[src/spp_pkg.sv]
package spp_pkg;
    // host register offsets
    localparam logic [1:0] SPP_OFS_DATA = 2'h0;
    localparam logic [1:0] SPP_OFS_STATUS = 2'h1;
    localparam logic [1:0] SPP_OFS_CONTROL = 2'h2;
    localparam logic [1:0] SPP_OFS_NONE = 2'h3;
    // port modes delivered by the configuration logic
    localparam logic [1:0] SPP_MODE_COMPAT = 2'h0;
    localparam logic [1:0] SPP_MODE_EXT = 2'h1;
    localparam logic [1:0] SPP_MODE_EPP = 2'h2;
    localparam logic [1:0] SPP_MODE_OTHER = 2'h3;
    // status bit positions
    localparam int SPP_ST_TOUT = 0;
    localparam int SPP_ST_RSVD = 1;
    localparam int SPP_ST_IRQ = 2;
    localparam int SPP_ST_FAULT = 3;
    localparam int SPP_ST_SEL = 4;
    localparam int SPP_ST_PAPER = 5;
    localparam int SPP_ST_ACK = 6;
    localparam int SPP_ST_READY = 7;
    // control bit positions
    localparam int SPP_CT_STROBE = 0;
    localparam int SPP_CT_LFEED = 1;
    localparam int SPP_CT_INIT = 2;
    localparam int SPP_CT_SELIN = 3;
    localparam int SPP_CT_IEN = 4;
    localparam int SPP_CT_DIR = 5;
    // reset values
    localparam logic [7:0] SPP_DATA_RST = 8'h00;
    localparam logic [5:0] SPP_CTL_RST = 6'h04;
    localparam logic [1:0] SPP_CTL_HI_BITS = 2'h3;
    // epp time-out: least time, rounded up to whole clock cycles
    localparam int SPP_CLK_PERIOD_NS = 10;
    localparam int SPP_TOUT_US = 10;
    localparam int SPP_TOUT_CYC =
        (SPP_TOUT_US * 1000 + SPP_CLK_PERIOD_NS - 1) / SPP_CLK_PERIOD_NS;
    localparam int SPP_TOUT_W = 11;
endpackage

[src/spp_parallel_port_registers.sv]
`timescale 1ns/100ps
`default_nettype none
module spp_parallel_port_registers
    import spp_pkg::*;
(
    // clock and reset
    input wire logic mclk,
    input wire logic reset,
    // mode from the configuration logic
    input wire logic [1:0] port_mode,
    // host strobes and data
    input wire logic [1:0] host_addr,
    input wire logic host_rd_n,
    input wire logic host_wr_n,
    input wire logic [7:0] host_wdata,
    output logic [7:0] host_rdata,
    output logic host_rdata_oe_n,
    // epp engine: peripheral stall and time-out abort
    input wire logic epp_cycle_stalled,
    output logic epp_timeout_abort,
    // printer data lines
    input wire logic [7:0] printer_data_lines_in,
    output logic [7:0] printer_data_lines_out,
    output logic printer_data_lines_oe_n,
    // handshake outputs and their sensed pin levels
    output logic printer_strobe_n,
    output logic line_feed_n,
    output logic printer_init_n,
    output logic select_in_n,
    input wire logic printer_strobe_n_in,
    input wire logic line_feed_n_in,
    input wire logic printer_init_n_in,
    input wire logic select_in_n_in,
    // printer status inputs
    input wire logic printer_fault_n,
    input wire logic printer_selected,
    input wire logic paper_out,
    input wire logic printer_ack_n,
    input wire logic printer_not_ready_pin,
    // interrupt request, tri-state style, driven high or low while enabled in compat, ext and epp modes; floated in the other mode
    output logic port_irq,
    output logic port_irq_oe_n
);

    function automatic logic is_epp(input logic [1:0] m);
        is_epp = (m == SPP_MODE_EPP);
    endfunction

    // host strobe edge detection
    logic rd_n_q, rd_n_d, wr_n_q, wr_n_d;
    logic rd_start, wr_start;
    // register state
    logic [7:0] data_q, data_d;
    logic [5:0] ctl_q, ctl_d;
    logic tout_q, tout_d;
    logic irq_stat_n_q, irq_stat_n_d;
    logic ack_n_q, ack_n_d;
    logic [1:0] mode_q, mode_d;
    logic [SPP_TOUT_W-1:0] tcnt_q, tcnt_d;
    logic tout_evt_q, tout_evt_d;
    // outputs registered
    logic [7:0] rdata_q, rdata_d;
    logic rdata_oe_n_q, rdata_oe_n_d;
    logic irq_q, irq_d, irq_oe_n_q, irq_oe_n_d;
    logic pd_oe_n_q, pd_oe_n_d;
    logic [7:0] status_v, control_v;
    logic ack_rise;

    assign rd_start = rd_n_q & ~host_rd_n;
    assign wr_start = wr_n_q & ~host_wr_n;
    assign ack_rise = ~ack_n_q & printer_ack_n;

    // read views of status and control
    always_comb begin
        status_v = 8'h00;
        status_v[SPP_ST_TOUT] = is_epp(port_mode) ? tout_q : 1'b1;
        status_v[SPP_ST_RSVD] = 1'b1;
        status_v[SPP_ST_IRQ] = (port_mode == SPP_MODE_EXT) ? irq_stat_n_q : 1'b1;
        status_v[SPP_ST_FAULT] = printer_fault_n;
        status_v[SPP_ST_SEL] = printer_selected;
        status_v[SPP_ST_PAPER] = paper_out;
        status_v[SPP_ST_ACK] = printer_ack_n;
        status_v[SPP_ST_READY] = ~printer_not_ready_pin;
        // pin levels win so an externally forced line is visible
        control_v = {SPP_CTL_HI_BITS, 1'b1, ctl_q[SPP_CT_IEN], ~select_in_n_in,
            printer_init_n_in, ~line_feed_n_in, ~printer_strobe_n_in};
        control_v[SPP_CT_DIR] = is_epp(port_mode) ? ctl_q[SPP_CT_DIR] : 1'b1;
    end

    // host interface and read data path
    always_comb begin
        rd_n_d = host_rd_n;
        wr_n_d = host_wr_n;
        rdata_d = rdata_q;
        // offset 3 is left undriven so another decoder may own it
        rdata_oe_n_d = host_rd_n | (host_addr == SPP_OFS_NONE);
        if (rd_start) begin
            unique case (host_addr)
                SPP_OFS_DATA: rdata_d = (port_mode == SPP_MODE_EXT && ctl_q[SPP_CT_DIR])
                    ? printer_data_lines_in : data_q;
                SPP_OFS_STATUS: rdata_d = status_v;
                SPP_OFS_CONTROL: rdata_d = control_v;
                SPP_OFS_NONE: rdata_d = rdata_q;
            endcase
        end
    end

    always_ff @(posedge mclk) begin
        if (reset) begin
            rd_n_q <= 1'b1;
            wr_n_q <= 1'b1;
            rdata_q <= 8'h00;
            rdata_oe_n_q <= 1'b1;
        end else begin
            rd_n_q <= rd_n_d;
            wr_n_q <= wr_n_d;
            rdata_q <= rdata_d;
            rdata_oe_n_q <= rdata_oe_n_d;
        end
    end

    // data and control latches; status writes fall through untouched
    always_comb begin
        data_d = data_q;
        ctl_d = ctl_q;
        if (wr_start && host_addr == SPP_OFS_DATA)
            data_d = host_wdata;
        if (wr_start && host_addr == SPP_OFS_CONTROL)
            ctl_d = host_wdata[5:0];
    end

    always_ff @(posedge mclk) begin
        if (reset) begin
            data_q <= SPP_DATA_RST;
            ctl_q <= SPP_CTL_RST;
        end else begin
            data_q <= data_d;
            ctl_q <= ctl_d;
        end
    end

    // epp time-out watchdog and the status flags it feeds
    always_comb begin
        mode_d = port_mode;
        ack_n_d = printer_ack_n;
        tcnt_d = tcnt_q;
        tout_evt_d = 1'b0;
        if (!is_epp(port_mode) || !epp_cycle_stalled)
            tcnt_d = '0;
        else if (tcnt_q == SPP_TOUT_W'(SPP_TOUT_CYC - 1)) begin
            tcnt_d = '0;
            tout_evt_d = 1'b1;
        end else
            tcnt_d = tcnt_q + 1'b1;
        // set wins over the read clear so no time-out is lost
        tout_d = tout_q;
        if (is_epp(port_mode) && !is_epp(mode_q))
            tout_d = 1'b0;
        else if (tout_evt_q)
            tout_d = 1'b1;
        else if (rd_start && host_addr == SPP_OFS_STATUS)
            tout_d = 1'b0;
        // low latch also wins over the read restore
        irq_stat_n_d = irq_stat_n_q;
        if (port_mode != SPP_MODE_EXT)
            irq_stat_n_d = 1'b1;
        else if (ctl_q[SPP_CT_IEN] && ack_rise)
            irq_stat_n_d = 1'b0;
        else if (rd_start && host_addr == SPP_OFS_STATUS)
            irq_stat_n_d = 1'b1;
    end

    always_ff @(posedge mclk) begin
        if (reset) begin
            mode_q <= SPP_MODE_COMPAT;
            ack_n_q <= 1'b1;
            tcnt_q <= '0;
            tout_evt_q <= 1'b0;
            tout_q <= 1'b1;
            irq_stat_n_q <= 1'b1;
        end else begin
            mode_q <= mode_d;
            ack_n_q <= ack_n_d;
            tcnt_q <= tcnt_d;
            tout_evt_q <= tout_evt_d;
            tout_q <= tout_d;
            irq_stat_n_q <= irq_stat_n_d;
        end
    end

    // interrupt routing and data line direction
    always_comb begin
        irq_oe_n_d = 1'b1;
        irq_d = 1'b0;
        if (ctl_q[SPP_CT_IEN]) begin
            unique case (port_mode)
                SPP_MODE_COMPAT: begin
                    irq_oe_n_d = 1'b0;
                    irq_d = printer_ack_n;
                end
                SPP_MODE_EXT: begin
                    irq_oe_n_d = 1'b0;
                    irq_d = ~irq_stat_n_d;
                end
                SPP_MODE_EPP: begin
                    irq_oe_n_d = 1'b0;
                    irq_d = printer_ack_n | tout_evt_q;
                end
                // ecp irq belongs to other logic; stays floated here
                SPP_MODE_OTHER: irq_oe_n_d = 1'b1;
            endcase
        end
        // only extended mode with direction set turns the lines around
        pd_oe_n_d = (port_mode == SPP_MODE_EXT) && ctl_q[SPP_CT_DIR];
    end

    always_ff @(posedge mclk) begin
        if (reset) begin
            irq_q <= 1'b0;
            irq_oe_n_q <= 1'b1;
            pd_oe_n_q <= 1'b1;
        end else begin
            irq_q <= irq_d;
            irq_oe_n_q <= irq_oe_n_d;
            pd_oe_n_q <= pd_oe_n_d;
        end
    end

    assign host_rdata = rdata_q;
    assign host_rdata_oe_n = rdata_oe_n_q;
    assign epp_timeout_abort = tout_evt_q;
    assign printer_data_lines_out = data_q;
    assign printer_data_lines_oe_n = pd_oe_n_q;
    assign printer_strobe_n = ~ctl_q[SPP_CT_STROBE];
    assign line_feed_n = ~ctl_q[SPP_CT_LFEED];
    assign printer_init_n = ctl_q[SPP_CT_INIT];
    assign select_in_n = ~ctl_q[SPP_CT_SELIN];
    assign port_irq = irq_q;
    assign port_irq_oe_n = irq_oe_n_q;
endmodule // spp_parallel_port_registers
`default_nettype wire

[config.mk]
export PLATFORM = sky130hd
export DESIGN_NAME = spp_parallel_port_registers
export DESIGN_NICKNAME = d
export VERILOG_FILES = /design/src/spp_pkg.sv /design/src/spp_parallel_port_registers.sv
export SDC_FILE = /design/constraint.sdc
export NUM_CORES = 1
export LEC_CHECK = 0
export BUFFER_PORTS_ARGS = -buffer_cell sky130_fd_sc_hd__buf_2
export CAP_MARGIN = 25
export CORE_ASPECT_RATIO = 1.75
export CORE_UTILIZATION = 51
export CTS_CLUSTER_SIZE = 14
export DETAILED_ROUTE_END_ITERATION = 16
export PLACE_DENSITY = 0.85
export SLEW_MARGIN = 20
export SYNTH_ARGS = -nofsm -noshare
export SYNTH_HDL_FRONTEND = slang
export SYNTH_SLANG_ARGS = --single-unit
[constraint.sdc]
create_clock -name mclk -period 1.7 [get_ports mclk]
set_input_delay 0 -clock mclk [delete_from_list [all_inputs] [get_ports mclk]]
set_output_delay 0 -clock mclk [all_outputs]
set_load 0.05 [all_outputs]
==> metrics.md, run 1 <==
| Metric | Value |
|---|---|
| Die W | `approximately 49 um` |
| Post-synth top cells | `45 x dfxtp_1, 24 x nand2_1, 23 x a21oi_1, 19 x nand3_1, 18 x or3_1` |
| Post-CTS Setup Bufs | `0` |
| Full die area | `about 4200 sq um` |
| Area leader, netlist | `dfxtp_1` |
| Final-report max-slew violation count | `0` |
| WL per Instance | `approximately 14 um` |
| Slew Limit Headroom | `0.6367` |
| Global-route wire length before repair | `between 7000 and 8000 um` |
| Num CTS Buffers | `5` |
| N_diodes | `0` |
| CTS tree | `done` |
| Netlist cell types | `35` |
| # nets final | `around 340` |
| Worst EP arrival | `~1.8 ns` |
| CP max FO | `7` |
| Synth top area cells | `dfxtp_1 45%, a21oi_1 5.8%, or3_1 5.7%, nand3_1 4.8%, nand2_1 4.5%` |
| Cell Area, Placed | `about 2300 sq um` |
| DRT Pass-1 Iters | `4` |
| Post-synthesis cell area | `1989 sq um` |
| Core Area | `roughly 3700 sq um` |
| Antenna-violating nets left | `0` |
| Root Buffer | `clkbuf_8` |
| Synth top area share | `0.4528` |
| H-tree lvl count | `2` |
| Longest Clk Path Bufs | `2` |
| Ys flop type | `dfxtp_1` |
| HP Class | `input port to flop` |
| Placed wire-length estimate | `3419 um` |
| Overflow after GRT | `0` |
| Final Hold Viols | `0` |
| Vias in the first global route | `1777` |
| Crit Path Class | `flop to flop` |
| Reg-to-Reg Start | `tcnt_q[0]` |
| Share of cells above drive strength 1 | `0.2599` |
| Largest net degree at the start of global routing | `26` |
| Ports | `59` |
| Mapped Avg Cell Area | `about 8.5 sq um` |
| Iter 0 DRT Violations | `43` |
| Area Overhead vs Synth | `29.31%` |
| Post-route DRC | `0` |
| Clock skew | `0.005660 ns` |
| EDFF count, synth | `0` |
| Mapped Cells | `approximately 230` |
| Setup TNS | `0 ns` |
| CP required | `~1.9 ns` |
| Starting Density | `0.5428` |
| Final setup fails | `0` |
| Fin crit share | `0.9408` |
| Global-route usage over all layers | `0.2365` |
| Post-route cell area | `roughly 2600 sq um` |
| Setup crit start kind | `flop` |
| Sink Count | `45` |
| Sequential share of the synthesized area | `0.4528` |
| Routed WL | `4744 um` |
| Status | `finished, final reports clean` |
| Detailed-route via count | `between 1500 and 2000` |
| Core Rows | `29` |
| Hold wc startpoint | `port_mode[1]` |
| Asr flop ratio synth | `0` |
| RSZ-0062 raised after global routing | `no` |
| RePlAce Congestion | `0.8221` |
| Max VDD drop | `roughly 680 uV` |
| Synthesis Warnings | `0` |
| Maxcap violations | `0` |
| Tmin final | `1.599 ns` |
| Clock transition at path regs | `0.08 ns` |
| Pleak | `a little over 1 nW` |
| Most common cell in the netlist | `dfxtp_1` |
| Worst Setup SP | `tcnt_q[0]` |
| Initial antenna violation count | `0` |
| Synth Net Count | `272` |
| Clock latency reported for the late side of the worst-skew pair | `0.30 ns` |
| Die height | `about 85 um` |
| Avg Vias per Cell | `between 5 and 6` |
| Highest Clock Rate | `roughly 630 MHz` |
| Port bufs | `58` |
| Setup crit end kind | `flop` |
| PD cells | `878.4 nW/um^2` |
| Yosys reg bits | `between 40 and 50` |
| Worst Max-Slew Pin Slew | `0.5429 ns` |
## report_power, final
part / leakage [nW] / switching [mW] / internal [mW] / total [mW]
Combinational: 0.603 / 0.204 / 0.125 / 0.330
Clock: 0.0585 / 0.348 / 0.479 / 0.827
Sequential: 0.367 / 0.0166 / 1.09 / 1.10
## flip-flops by register name (all words and copies together) (netlist names), 2 cells and up
name                    flops
ctl_q                       6
host_rdata                  8
mode_q                      2
printer_data_lines_out      8
tcnt_q                     11
## layout make-up
| class | count | area [sq um] |
|---|---|---|
| clock buffer | 7 | 86.33 |
| clock inverter | 1 | 30.03 |
| fill | 322 | 1092 |
| inverter | 8 | 30.03 |
| multi-input combinational | 169 | 1026 |
| sequential | 45 | 902.1 |
| tap | 46 | 57.56 |
| timing repair buffer | 74 | 440.4 |
## critical path, cell delays in order (launching register included)
cell     delay (ns)
dfxtp_1        0.39
ha_4           0.17
nand2_2        0.07
or4_4          0.52
o21ai_4        0.25
nor2_1         0.08
## through the flow
stage | std cells | hold slack (ns) | utilization | setup WS [ns] | total power, mW
3_3_place_gp | 330 | 0.2028 | 0.6337 | 0.1216 | 1.428
2_1_floorplan | 233 | 0.1037 | - | 0.1619 | 1.333
4_1_cts | 350 | 0.004062 | 0.6982 | 0.04156 | 2.275
6_report | 350 | 0.01004 | 0.7019 | 0.1007 | 2.260
3_5_place_dp | 330 | 0.2030 | 0.6337 | 0.06350 | 1.433
5_1_grt | 350 | 0.006861 | 0.7019 | 0.01442 | 2.337
## repair_timing
action,in CTS,in global routing
endpoints found under the hold margin,19,0
hold buffers,12,0
setup endpoints to repair,0,7
gates resized for setup,0,3
## path summary, 6_finish.rpt
| path | end | slack (ns) | cells after the start |
|---|---|---|---|
| worst max-delay path | tcnt_q[4] | 0.10 | 5 |
| worst min-delay path | mode_q[1] | 0.01 | 2 |
| worst max register to register | tcnt_q[4] | 0.10 | 5 |
| worst min register to register | ctl_q[0] | 0.46 | 2 |
## cell usage in the layout (no fill, tap or decap), types with 3 or more instances in the layout
| master | netlist | layout |
|---|---|---|
| a21oi_1 | 23 | 23 |
| a31oi_1 | 4 | 4 |
| a32o_1 | 8 | 8 |
| buf_2 | 3 | 58 |
| buf_4 | 0 | 4 |
| clkbuf_8 | 0 | 6 |
| dfxtp_1 | 45 | 44 |
| dlygate4sd3_1 | 0 | 12 |
| ha_1 | 5 | 4 |
| inv_1 | 8 | 8 |
| nand2_1 | 24 | 24 |
| nand2b_1 | 7 | 7 |
| nand3_1 | 19 | 19 |
| nand3b_1 | 3 | 3 |
| nor2_1 | 16 | 16 |
| nor2b_1 | 8 | 8 |
| nor3_1 | 3 | 3 |
| o21ai_0 | 4 | 4 |
| or2_2 | 3 | 3 |
| or3_1 | 18 | 18 |
| xnor2_1 | 5 | 5 |
## routing by layer
metal	track usage	vias to the layer above	wire length, um
met2	0.4234	47	2660
met3	0.05435	14	181
li1	-	956	-
met1	0.2381	906	1748
met5	0	-	0
met4	0.1497	0	154
## logic make-up after synthesis
kind of cell    synth area share
fa+ha+maj                0.03145
xor+xnor                 0.03082
simple gates              0.2906
compound gates            0.1566
buf+inv                  0.03773
flops                     0.4528
No activity file was read; power rests on OpenSTA's default activity.
==> inputs of run 2 (changes only) <==
==> constraint.sdc (replaced) <==
create_clock -name mclk -period 1.8 [get_ports mclk]
set_input_delay 0 -clock mclk [delete_from_list [all_inputs] [get_ports mclk]]
set_output_delay 0 -clock mclk [all_outputs]
set_load 0.05 [all_outputs]
==> run 2 against run 1 <==
Net effect: critical path type unchanged; critical endpoint unchanged; largest power group unchanged; non-clock buffer count down 1; fmax down 5.0%; clock-buffer cell count down 1.
==> metrics.md, run 2 (synthesis results as in run 1) <==
| Metric | Value |
|---|---|
| Status | `finished, final reports clean` |
| Final Hold Viols | `0` |
| Share of cells above drive strength 1 | `0.2508` |
| CTS tree | `done` |
| Slew Limit Headroom | `0.6177` |
| Worst reg2reg setup slack | `around 0.12 ns` |
| Tmin final | `~1.7 ns` |
| Initial antenna violation count | `0` |
| Reg-to-Reg Start | `tcnt_q[0]` |
| Max VDD drop | `812.1 uV` |
| Port bufs | `58` |
| Die height | `84.62 um` |
| Sink Count | `45` |
| Met3 wire len | `182 um` |
| Met2 wire len | `around 2700 um` |
| N_diodes | `0` |
| Largest net degree at the start of global routing | `28` |
| Full die area | `4164 sq um` |
| Routed met1 length | `between 1500 and 2000 um` |
| PostCTS Resize Cnt | `0` |
| Post-CTS Setup Bufs | `0` |
| Die W | `49.21 um` |
| Post-route cell area | `between 2000 and 3000 sq um` |
| Global-route usage over all layers | `0.2500` |
| Area Overhead vs Synth | `28.55%` |
| CP required | `approximately 2.0 ns` |
| Cell Area, Placed | `between 2000 and 2500 sq um` |
| Clock skew | `0.005769 ns` |
| Worst EP arrival | `~1.9 ns` |
| # nets final | `approximately 340` |
| Root Buffer | `clkbuf_8` |
| Antenna-violating nets left | `0` |
| Pleak | `1.023 nW` |
| WL per Instance | `~14 um` |
| Highest routing layer actually used | `met4` |
| Worst Max-Slew Pin Slew | `roughly 0.57 ns` |
| Num CTS Buffers | `5` |
| RSZ-0062 raised after global routing | `no` |
| Largest register FFs | `11` |
| Hold slack final | `0.03432 ns` |
| Placed wire-length estimate | `~3500 um` |
| Highest Clock Rate | `approximately 590 MHz` |
| Most common cell after layout, fill and taps aside | `buf_2` |
| Final core utilization | `0.6978` |
| CTS Hold Buffers Added | `13` |
| Core Area | `about 3700 sq um` |
| Starting Density | `0.5428` |
| Fin crit share | `0.9350` |
| Final-report max-slew violation count | `0` |
| Setup TNS | `0 ns` |
| Clock transition at path regs | `~0.080 ns` |
| Core Rows | `29` |
| Crit Path Class | `flop to flop` |
| HP Class | `input port to flop` |
| Worst r2r dst | `tcnt_q[4]` |
| Avg Vias per Cell | `5.507` |
| Post-route DRC | `0` |
| Clock latency reported for the late side of the worst-skew pair | `around 0.30 ns` |
| Routed WL | `between 4000 and 5000 um` |
| H-tree lvl count | `2` |
| CP max FO | `7` |
| Most flop-heavy register | `tcnt_q` |
| Worst Setup SP | `tcnt_q[0]` |
| Maxcap violations | `0` |
| Longest Clk Path Bufs | `2` |
| Setup crit end kind | `flop` |
| Cells on worst reg2reg path | `5` |
| Hold wc startpoint | `printer_data_lines_in[1]` |
| Hold Path Stages | `3` |
| Setup crit start kind | `flop` |
| Iter 0 DRT Violations | `42` |
| RePlAce Congestion | `0.8228` |
| Overflow after GRT | `0` |
| Ports | `slightly below 60` |
| Global-route wire length before repair | `7969 um` |
| PD cells | `840.4 nW/um^2` |
| Detailed-route via count | `~1900` |
| Vias in the first global route | `between 1500 and 2000` |
| Worst hold endpoint | `host_rdata[1]` |
| Commonest non-fill, non-tap cells in the layout | `58 x buf_2, 45 x dfxtp_1, 24 x nand2_1, 23 x a21oi_1, 19 x nand3_1` |
| Final setup fails | `0` |
| DRT Pass-1 Iters | `4` |
-- run 2: cell count changes in the layout (fill, tap and decap cells not counted), sizes merged --
| cell | previous run | this run |
|---|---|---|
| clkbuf | 7 | 6 |
| clkinvlp | 0 | 1 |
| dlygate4sd3 | 12 | 13 |
| buf | 62 | 60 |
-- run 2: worst max-delay path by stage --
stage                end  slack (ns)  cells after the start
2_1_floorplan  tcnt_q[3]        0.26                      5
3_3_place_gp   tcnt_q[6]        0.19                      5
3_5_place_dp   tcnt_q[4]        0.14                      5
4_1_cts        tcnt_q[4]        0.13                      5
5_1_grt        tcnt_q[6]        0.02                      5
6_report       tcnt_q[4]        0.12                      5
-- run 2: metal layers --
layer,vias up,track usage
met3,7,0.06703
li1,957,-
met5,-,0
met4,0,0.1043
met2,51,0.4570
met1,907,0.2599
-- run 2: worst max-delay path, stage by stage, from the launching register on --
cell	delay, ns
dfxtp_1	0.40
ha_1	0.25
nand2_2	0.09
or4_4	0.52
o21ai_4	0.23
nor2_1	0.08
-- run 2: layout make-up --
cell class | instances | area, sq um
timing repair buffer | 73 | 435.4
clock inverter | 2 | 37.54
clock buffer | 6 | 82.58
multi-input combinational | 169 | 1013
inverter | 8 | 30.03
sequential | 45 | 900.9
fill | 305 | 1107
tap | 46 | 57.56
-- run 2: metrics by stage --
step / total power [mW] / setup WS (ns) / std cells
after detailed placement: 1.350 / 0.1375 / 328
after global routing: 2.226 / 0.01986 / 349
after global placement: 1.346 / 0.1928 / 328
after floorplan: 1.259 / 0.2619 / 233
final: 2.149 / 0.1170 / 349
after CTS: 2.152 / 0.1263 / 349
-- run 2: where the power goes --
| part | internal, mW | switching [mW] | leakage, nW |
|---|---|---|---|
| Sequential | 1.03 | 0.0161 | 0.367 |
| Combinational | 0.117 | 0.193 | 0.599 |
| Clock | 0.451 | 0.345 | 0.0574 |
==> inputs of run 3 (changes only) <==
--- a/config.mk
+++ b/config.mk
@@ -8,7 +8,9 @@
 export BUFFER_PORTS_ARGS = -buffer_cell sky130_fd_sc_hd__buf_2
 export CAP_MARGIN = 25
 export CORE_ASPECT_RATIO = 1.75
+export CORE_MARGIN = 1
 export CORE_UTILIZATION = 51
+export CTS_BUF_LIST = sky130_fd_sc_hd__clkbuf_16
 export CTS_CLUSTER_SIZE = 14
 export DETAILED_ROUTE_END_ITERATION = 16
 export PLACE_DENSITY = 0.85
==> run 3 against run 2 <==
Net effect: non-clock buffer count shrank 1; flip-flop and latch count is the same; design area grew 1.4%; via count is essentially flat; die area is the same; worst setup slack gained 0.0047 ns; sequential share of layout area shrank 0.49 points; clock power grew 29%; wire length grew 0.64%; hold slack lost 0.024 ns; final cell count shrank 0.29%; critical path type unchanged; critical endpoint unchanged; largest cell class unchanged.
==> metrics.md, run 3 (synthesis results as in run 1) <==
| Metric | Value |
|---|---|
| PD cells | `~900 nW/um^2` |
| Maxcap violations | `0` |
| Worst path slowest cell | `or4_4` |
| Starting Density | `0.5428` |
| Clock transition at path regs | `0.06 ns` |
| RePlAce Congestion | `around 0.82` |
| Number of fill cells | `306` |
| CP required | `~2 ns` |
| Detailed-route via count | `1921` |
| DRT Pass-1 Iters | `4` |
| Max VDD drop | `roughly 900 uV` |
| Placed wire-length estimate | `about 3500 um` |
| Cell Area, Placed | `between 2000 and 2500 sq um` |
| Setup crit start kind | `flop` |
| Avg Vias per Cell | `5.520` |
| HP Class | `input port to flop` |
| PostCTS Resize Cnt | `0` |
| Setup crit end kind | `flop` |
| Ports | `59` |
| Post-route cell area | `about 2600 sq um` |
| Area Overhead vs Synth | `30.38%` |
| Slew Limit Headroom | `0.6104` |
| Die height | `approximately 85 um` |
| Buf/Inv on CP | `0` |
| Pleak | `1.039 nW` |
| Antenna-violating nets left | `0` |
| Fin crit share | `0.9324` |
| Die W | `between 40 and 50 um` |
| Final worst slack | `approximately 0.12 ns` |
| Tmin final | `about 1.7 ns` |
| Port bufs | `58` |
| CTS tree | `done` |
| Setup TNS | `0 ns` |
| Worst EP arrival | `between 1.5 and 2 ns` |
| Crit Path Class | `flop to flop` |
| Num CTS Buffers | `5` |
| Final-report max-slew violation count | `0` |
| Root Buffer | `clkbuf_16` |
| Largest net degree at the start of global routing | `28` |
| CP top delay family | `simple AND/OR/NAND/NOR gates` |
| Sequential Area | `about 900 sq um` |
| Cell Chain, Critical Path | `ha_1 -> nand2_2 -> or4_4 -> o21ai_4 -> nor2_1` |
| Final setup fails | `0` |
| CP max FO | `7` |
| Core Area | `roughly 3700 sq um` |
| Initial antenna violation count | `0` |
| Final Hold Viols | `0` |
| WL per Instance | `14.04 um` |
| Most common cell after layout, fill and taps aside | `buf_2` |
| Area of the multi-input gates | `between 1000 and 1500 sq um` |
| Hold slack final | `about 0.011 ns` |
| Pre-CTS WS | `approximately 0.14 ns` |
| Core Rows | `29` |
| Iter 0 DRT Violations | `54` |
| Post-CTS Setup Bufs | `0` |
| Vias in the first global route | `about 1800` |
| Full die area | `around 4200 sq um` |
| Post-route DRC | `0` |
| Longest Clk Path Bufs | `2` |
| CTS Hold Buffers Added | `12` |
| Highest Clock Rate | `~600 MHz` |
| Global-route wire length before repair | `8024 um` |
| Commonest non-fill, non-tap cells in the layout | `58 x buf_2, 45 x dfxtp_1, 24 x nand2_1, 23 x a21oi_1, 19 x nand3_1` |
| Routed WL | `~5000 um` |
| Sink Count | `45` |
| CP peak stage delay | `~0.52 ns` |
| H-tree lvl count | `2` |
| Most flop-heavy register | `tcnt_q` |
| Overflow after GRT | `0` |
| Largest register FFs | `11` |
| Clock latency reported for the late side of the worst-skew pair | `around 0.29 ns` |
| Clock skew | `0.004540 ns` |
| Global-route usage over all layers | `0.2529` |
| # nets final | `340` |
| N_diodes | `0` |
| Status | `finished, final reports clean` |
| RSZ-0062 raised after global routing | `no` |
| Worst Max-Slew Pin Slew | `0.5822 ns` |
| Share of cells above drive strength 1 | `0.2483` |
[run 3: per-stage QoR]
stage	total power, mW	utilization	std cells
finish	2.380	0.7078	348
global route	2.453	0.7078	348
CTS	2.378	0.7078	348
detailed placement	1.350	0.6296	328
global placement	1.346	0.6296	328
floorplan	1.259	-	233
[run 3: worst reg2reg max path, delay by kind of cell (launching register included)]
| kind | cells | cell delay, ns |
|---|---|---|
| simple gates | 3 | 0.70 |
| fa+ha+maj | 1 | 0.25 |
| compound gates | 1 | 0.23 |
| flops | 1 | 0.39 |
[run 3: final timing paths]
check | start | to | slack, ns | cells after the start
max reg2reg | tcnt_q[0] | tcnt_q[4] | 0.12 | 5
min reg2reg | host_rdata[5] | host_rdata[5] | 0.46 | 1
max | tcnt_q[0] | tcnt_q[4] | 0.12 | 5
min | port_mode[1] | mode_q[1] | 0.01 | 2
[run 3: power breakdown]
part	internal (mW)	leakage, nW	switching [mW]	total (mW)
clock	0.650	0.0775	0.379	1.03
sequential	1.03	0.367	0.0161	1.04
combinational	0.115	0.595	0.193	0.308
total	1.79	1.04	0.588	2.38
[run 3: metal layers]
layer  vias to the layer above  part of all wire  track usage
met4                         0             0.023       0.1444
li1                        958                 -            -
met5                         -                 0            0
met1                       912              0.38       0.2585
met2                        40              0.56       0.4496
met3                        11             0.033      0.06703
[run 3: final cells by class]
| cell class | instances | share of cell area |
|---|---|---|
| clock buffer | 5 | 0.04824 |
| sequential | 45 | 0.3473 |
| inverter | 8 | 0.01158 |
| tap | 46 | 0.02219 |
| timing repair buffer | 72 | 0.1640 |
| multi-input combinational | 169 | 0.3907 |
| clock inverter | 3 | 0.01592 |
